**config.mk**
```make
export PLATFORM = sky130hd
export DESIGN_NAME = ldsd_decoder
export DESIGN_NICKNAME = d
export VERILOG_FILES = /design/src/design/ldsd_pkg.sv /design/src/design/ldsd_decoder.sv
export SDC_FILE = /design/constraint.sdc
export NUM_CORES = 1
export LEC_CHECK = 0
export ABC_AREA = 1
export BUFFER_PORTS_ARGS = -buffer_cell sky130_fd_sc_hd__buf_4
export CAP_MARGIN = 25
export CELL_PAD_IN_SITES_DETAIL_PLACEMENT = 1
export CELL_PAD_IN_SITES_GLOBAL_PLACEMENT = 2
export CORE_ASPECT_RATIO = 1.25
export CORE_MARGIN = 4
export CORE_UTILIZATION = 34
export CTS_CLUSTER_SIZE = 12
export DETAILED_ROUTE_END_ITERATION = 12
export PLACE_DENSITY_LB_ADDON = 0.1
export SLEW_MARGIN = 20
export SYNTH_ARGS = -nofsm -noshare
export SYNTH_HDL_FRONTEND = slang
export SYNTH_SLANG_ARGS = --single-unit
```
**constraint.sdc**
```tcl
create_clock -name ref_clk -period 1.95 [get_ports ref_clk]
set_input_delay 0.0975 -clock ref_clk [delete_from_list [all_inputs] [get_ports ref_clk]]
set_output_delay 0.0975 -clock ref_clk [all_outputs]
set_load 0.01 [all_outputs]
```
**src/design/ldsd_pkg.sv**
```systemverilog
// Constants and types for the LED driver serial command decoder,
// together with the small pin synchroniser the decoder instantiates.
// Assumes one free-running clock and a synchronous active-low reset.
`timescale 1ns/1ns
package ldsd_pkg;
  // ************************************************************
  // Address and command codes
  // ************************************************************
  localparam logic [3:0] LDSD_GROUP_ID = 4'hC;
  localparam logic [7:0] LDSD_SUB_RW = 8'h11;
  localparam logic [7:0] LDSD_SUB_XFER = 8'h22;
  localparam logic [7:0] LDSD_SUB_WX = 8'h44;
  // ************************************************************
  // Reset values and counts
  // ************************************************************
  localparam logic [7:0] LDSD_REG_RST = 8'h00;
  localparam logic [7:0] LDSD_IDLE_BYTE = 8'hFF;
  localparam logic [3:0] LDSD_RX_BITS = 4'h8;
  localparam logic [3:0] LDSD_TX_LAST = 4'h7;
  localparam int LDSD_SYNC_W = 5;

  typedef enum logic [2:0] {
    ST_IDLE = 3'b000,
    ST_RX = 3'b001,
    ST_ACK = 3'b010,
    ST_TX = 3'b011,
    ST_MACK = 3'b100,
    ST_IGNORE = 3'b101
  } ldsd_state_t;

  typedef enum logic [1:0] {
    PH_ADDR = 2'b00,
    PH_SUB = 2'b01,
    PH_DATA = 2'b10
  } ldsd_phase_t;
endpackage

module ldsd_sync
  import ldsd_pkg::*;
#(
  parameter int WIDTH = LDSD_SYNC_W
)
(
  input wire logic ref_clk,
  input wire logic resetn,
  input wire logic [WIDTH-1:0] async_in,
  output logic [WIDTH-1:0] sync_out
);
  // Pins idle high, so both stages reset high to avoid a false start
  logic [WIDTH-1:0] meta_q;
  logic [WIDTH-1:0] meta_d;
  logic [WIDTH-1:0] sync_q;
  logic [WIDTH-1:0] sync_d;

  always_comb
  begin
    meta_d = async_in;
    sync_d = meta_q;
  end

  always_ff @(posedge ref_clk)
  begin
    if (!resetn)
    begin
      meta_q <= '1;
      sync_q <= '1;
    end
    else
    begin
      meta_q <= meta_d;
      sync_q <= sync_d;
    end
  end

  assign sync_out = sync_q;
endmodule

```
**src/design/ldsd_decoder.sv**
```systemverilog
// Serial slave command decoder of an eight-channel low-side LED driver.
// Assumes scl, sda and the address straps are asynchronous pins; the
// open-drain data pin is resolved outside from sda_out and sda_oe.
// Functional notes
// - Read after subaddress 11H returns the data shift register.
// - Write 11H loads the data byte into shift register only.
// - Write 22H copies shift register to output register, no data.
// - Write 44H loads data byte and copies it to output register.
// - Undefined subaddress changes neither register.
// - Undefined subaddress byte is not acknowledged; data pin released.
// - Address byte must be 1100, pin address bits, then read/write.
// - 22H copy happens in subaddress acknowledge; later data ignored.
// - 44H output update happens in the data byte acknowledge.
// - Reset clears interface state and both registers.
`timescale 1ns/1ns
module ldsd_decoder
  import ldsd_pkg::*;
(
  input wire logic ref_clk,
  input wire logic resetn,
  input wire logic scl,
  input wire logic sda_in,
  input wire logic [2:0] dev_addr,
  output logic sda_out,
  output logic sda_oe,
  output logic [7:0] out_data
);
  // ************************************************************
  // Pin synchronisation and bus condition detection
  // ************************************************************
  logic [LDSD_SYNC_W-1:0] pins_s;
  logic scl_s;
  logic sda_s;
  logic [2:0] addr_s;
  logic scl_prev_q;
  logic sda_prev_q;
  logic scl_rise;
  logic scl_fall;
  logic bus_start;
  logic bus_stop;

  ldsd_sync #(.WIDTH(LDSD_SYNC_W)) u_sync (
    .ref_clk(ref_clk),
    .resetn(resetn),
    .async_in({scl, sda_in, dev_addr}),
    .sync_out(pins_s)
  );

  assign scl_s = pins_s[4];
  assign sda_s = pins_s[3];
  assign addr_s = pins_s[2:0];
  assign scl_rise = scl_s && !scl_prev_q;
  assign scl_fall = !scl_s && scl_prev_q;
  assign bus_start = scl_s && scl_prev_q && sda_prev_q && !sda_s;
  assign bus_stop = scl_s && scl_prev_q && !sda_prev_q && sda_s;

  // ************************************************************
  // Protocol state
  // ************************************************************
  ldsd_state_t state_q;
  ldsd_state_t state_d;
  ldsd_phase_t phase_q;
  ldsd_phase_t phase_d;
  logic [3:0] cnt_q;
  logic [3:0] cnt_d;
  logic [7:0] rx_q;
  logic [7:0] rx_d;
  logic [7:0] tx_q;
  logic [7:0] tx_d;
  logic [7:0] sub_q;
  logic [7:0] sub_d;
  logic [7:0] shift_q;
  logic [7:0] shift_d;
  logic [7:0] out_q;
  logic [7:0] out_d;
  logic rw_q;
  logic rw_d;
  logic nack_q;
  logic nack_d;
  logic oe_q;
  logic oe_d;
  logic byte_end;
  logic addr_hit;
  logic sub_known;

  assign byte_end = (state_q == ST_RX) && scl_fall && (cnt_q == LDSD_RX_BITS);
  assign addr_hit = (rx_q[7:4] == LDSD_GROUP_ID) && (rx_q[3:1] == addr_s);
  assign sub_known = (rx_q == LDSD_SUB_RW) || (rx_q == LDSD_SUB_XFER) ||
                     (rx_q == LDSD_SUB_WX);

  always_comb
  begin
    state_d = state_q;
    phase_d = phase_q;
    cnt_d = cnt_q;
    rx_d = rx_q;
    tx_d = tx_q;
    sub_d = sub_q;
    shift_d = shift_q;
    out_d = out_q;
    rw_d = rw_q;
    nack_d = nack_q;
    // Start and stop override any byte in progress
    if (bus_start)
    begin
      state_d = ST_RX;
      phase_d = PH_ADDR;
      cnt_d = 4'h0;
    end
    else if (bus_stop)
    begin
      state_d = ST_IDLE;
    end
    else
    begin
      unique case (state_q)
        ST_IDLE, ST_IGNORE:
          state_d = state_q;
        ST_RX:
        begin
          if (scl_rise && cnt_q != LDSD_RX_BITS)
          begin
            rx_d = {rx_q[6:0], sda_s};
            cnt_d = cnt_q + 4'h1;
          end
          else if (byte_end)
          begin
            unique case (phase_q)
              PH_ADDR:
              begin
                rw_d = rx_q[0];
                state_d = addr_hit ? ST_ACK : ST_IGNORE;
              end
              PH_SUB:
              begin
                sub_d = rx_q;
                state_d = sub_known ? ST_ACK : ST_IGNORE;
                if (rx_q == LDSD_SUB_XFER)
                begin
                  out_d = shift_q;
                end
              end
              default:
              begin
                if (sub_q == LDSD_SUB_XFER)
                begin
                  state_d = ST_IGNORE;
                end
                else
                begin
                  state_d = ST_ACK;
                  shift_d = rx_q;
                  if (sub_q == LDSD_SUB_WX)
                  begin
                    out_d = rx_q;
                  end
                end
              end
            endcase
          end
        end
        ST_ACK:
        begin
          if (scl_fall)
          begin
            cnt_d = 4'h0;
            if (phase_q == PH_ADDR && rw_q)
            begin
              state_d = ST_TX;
              // Only a selected 11H yields data; otherwise the pin stays free
              tx_d = (sub_q == LDSD_SUB_RW) ? shift_q : LDSD_IDLE_BYTE;
            end
            else
            begin
              state_d = ST_RX;
              phase_d = (phase_q == PH_ADDR) ? PH_SUB : PH_DATA;
            end
          end
        end
        ST_TX:
        begin
          if (scl_fall)
          begin
            tx_d = {tx_q[6:0], 1'b1};
            cnt_d = cnt_q + 4'h1;
            if (cnt_q == LDSD_TX_LAST)
            begin
              state_d = ST_MACK;
            end
          end
        end
        ST_MACK:
        begin
          if (scl_rise)
          begin
            nack_d = sda_s;
          end
          else if (scl_fall)
          begin
            cnt_d = 4'h0;
            state_d = nack_q ? ST_IGNORE : ST_TX;
            tx_d = (sub_q == LDSD_SUB_RW) ? shift_q : LDSD_IDLE_BYTE;
          end
        end
        default:
        begin
          state_d = ST_IDLE;
        end
      endcase
    end
    // Drive low only for an acknowledge or a zero data bit
    oe_d = (state_d == ST_ACK) || (state_d == ST_TX && !tx_d[7]);
  end

  always_ff @(posedge ref_clk)
  begin
    if (!resetn)
    begin
      state_q <= ST_IDLE;
      phase_q <= PH_ADDR;
      cnt_q <= 4'h0;
      rx_q <= LDSD_REG_RST;
      tx_q <= LDSD_IDLE_BYTE;
      sub_q <= LDSD_REG_RST;
      shift_q <= LDSD_REG_RST;
      out_q <= LDSD_REG_RST;
      rw_q <= 1'b0;
      nack_q <= 1'b1;
      oe_q <= 1'b0;
      scl_prev_q <= 1'b1;
      sda_prev_q <= 1'b1;
    end
    else
    begin
      state_q <= state_d;
      phase_q <= phase_d;
      cnt_q <= cnt_d;
      rx_q <= rx_d;
      tx_q <= tx_d;
      sub_q <= sub_d;
      shift_q <= shift_d;
      out_q <= out_d;
      rw_q <= rw_d;
      nack_q <= nack_d;
      oe_q <= oe_d;
      scl_prev_q <= scl_s;
      sda_prev_q <= sda_s;
    end
  end

  // Open-drain: the data value is a constant low, only the enable moves
  assign sda_out = 1'b0;
  assign sda_oe = oe_q;
  assign out_data = out_q;
endmodule

```
==> impl_results.md <==
* Run status: finished, final reports clean
* Clk Latency, worst-skew pair at 0.35 ns
* Min-delay worst type: primary input to flip-flop
* Cell Rows at 37
* PD cells at between 700 and 800 nW/um^2
* Top_reg_cell synth: dfxtp_1
* Path depth of the worst reg2reg path at 11
* Setup crit start kind: flip-flop
* Top post-synthesis cells by area: dfxtp_1 (44%), a21oi_1 (10%), nand2_1 (7.8%)
* Num ports at 17
* Filler instances at between 1000 and 1500
* CTS tree: yes
* CP endpoint kind: flip-flop
* All-Layer GR Usage at 0.1716
* Setup TNS at 0 ns
* Final min period at 1.776 ns
* Routability cong. at 0.8419
* Layout area overhead at 21.42%
* First-pass GRT wire length at 13.52 mm
* Die Wd at 90.65 um
* # diodes at 0
* Endpoints failing setup at 0
* Area leader, netlist: dfxtp_1
* R2R Setup Slk at 0.17 ns
* Count leader, synth: dfxtp_1
* Initial DRC Count at 63
* Maximum vdd ir drop at 0.2623 mV
* Drt drc at 0
* Clk buf depth at 2
* Worst-path fanout max at 5
* Leak at 1.484 nW
* HP Start: resetn
* IO Port Bufs at 15
* Async set-reset flop share out of synthesis at 0
* Final antenna-violating net count at 0
* Post-synthesis register bit count at between 60 and 70
* Vias after detailed routing at 2738
* Initial antenna violation count at 0
* Reg area at 1282 um^2
* Final hold vios at 0
* F_max at around 560 MHz
* Avg Inst Size Synth at 7.185 um^2
* R2r startpoint: cnt_q[1]$_SDFFE_PP0P_
* DRT Wirelength at about 8.2 mm
* Clock Sinks at 64
* Worst hold margin at 0.1119 ns
* CTS buffer count at 9
* Die area at ~10000 um^2
* Final Skew at roughly 0.0066 ns
* WL per Instance at between 15 and 20 um
* Fin nets at 456
* Maxcap violations at 0
* Critical path class: flip-flop to flip-flop
* Final HPWL DP at 6.143 mm
* Commonest cells post-synth: dfxtp_1 (64), a21oi_1 (60), nand2_1 (60)
* DR pass1 iterations at 4
* Multi-input logic area at approximately 1400 um^2
* Mapped cell area at between 2000 and 3000 um^2
* Clock root buffer: clkbuf_8
* EDFF count, synth at 0
* Synth warn at 0
* CP arrival at 2.01 ns
* Largest net degree at the start of global routing at 37
* Pins Over Slew Limit at 0
* Netlist cell types at 34
* RSZ-0062 raised after global routing: no
* Die H at about 110 um
* Critical path launch point: cnt_q[1]$_SDFFE_PP0P_
* Reg clk slew, reported paths at 0.07 ns
* DR vias/cell at 4.996
* Hold Crit Depth at 2
* Crit share post-route at 0.9105
* Post-synthesis sequential area ratio at 0.4414
* Share of cells above drive strength 1 at 0.1885
* Mapped Nets at 413
* Post-synthesis instance total at just over 400
* Required time of the worst setup path at 2.18 ns
* Share of the synthesized area in the top cell type at 0.4414
* Placeable Area at 8287 um^2
* Starting density of the core at 0.3503
* Grt ovf at 0
* H-tree levels at 3
* Vias in the first global route at 2825
-- registers in the layout, summed over array words and instances (netlist names), 3 cells and up --
name,cells
out_data,8
sub_q,8
rx_q,8
tx_q,8
state_q,3
shift_q,8
cnt_q,4
u_sync.sync_out,5
u_sync.meta_q,5
-- metal layers --
layer | global-route usage | wire length [um] | share of wire
met2 | 0.3206 | 4469 | 0.54
met1 | 0.1835 | 3455 | 0.42
met5 | 0 | 0 | 0
met3 | 0.03870 | 163 | 0.020
met4 | 0.07048 | 136 | 0.017
-- cell type report --
class,count,area share
Multi-Input combinational cell,276,0.3940
Clock buffer,11,0.04011
Tap cell,97,0.03443
Timing Repair Buffer,44,0.09940
Sequential cell,64,0.3639
Clock inverter,4,0.01278
Inverter,52,0.05538
-- cells by family after synthesis --
group,after synthesis,synth area share
compound gates,113,0.2039
flops,64,0.4414
other cells,1,0.001292
mux,1,0.003879
simple gates,158,0.2513
buf+inv,64,0.08664
fa+ha+maj,2,0.008619
xor+xnor,1,0.003018
-- report_power, final --
group          internal, mW  switching (mW)
logic                0.0384          0.0541
registers              1.32         0.00695
clock network         0.612           0.510
-- metrics by stage --
step / util / instances / setup WS, ns / instance area (um^2) / total power [mW]
6_report: 0.4253 / 548 / 0.1745 / 3525 / 2.541
5_1_grt: 0.4253 / 548 / 0.01363 / 3525 / 2.651
4_1_cts: 0.4184 / 544 / 0.1138 / 3467 / 2.578
3_5_place_dp: 0.3899 / 524 / 0.1393 / 3231 / 1.441
3_3_place_gp: 0.3899 / 524 / 0.1451 / 3231 / 1.439
2_1_floorplan: - / 404 / 0.3413 / 2903 / 1.410
-- worst max-delay path, cell delays in order (launching register included) --
cell and delay [ns]:
dfxtp_1 0.36, inv_1 0.07, ha_1 0.19, nand2_2 0.09, nor2_4 0.04, nor3_1 0.23, nor2_1 0.08, nor2_1 0.17
nand3b_4 0.12, inv_1 0.11, and3_1 0.15, nor3_1 0.04
-- layout by cell type, fill, tap and decap left out, types with 7 or more instances in the layout --
cell,n
nand2_1,58
or2_2,10
inv_1,48
nor3_1,8
clkbuf_8,10
dfxtp_1,63
nand3_1,11
o21ai_1,7
nor2_1,52
buf_4,37
o21ai_0,39
a21oi_1,59
-- path summary, 6_finish.rpt --
| check | endpoint |
|---|---|
| worst min-delay path | scl_prev_q$_SDFF_PN1_ |
| worst max-delay path | cnt_q[2]$_SDFFE_PP0P_ |
| worst max register to register | cnt_q[2]$_SDFFE_PP0P_ |
| worst min register to register | u_sync.sync_out[0]$_SDFF_PN1_ |
-- what timing repair did --
action,in CTS,in global routing
setup buffers,0,3
setup endpoints to repair,0,20
hold buffers,5,0
endpoints found under the hold margin,5,0
resized for setup,0,18
Power figures use the tool's default switching activity.
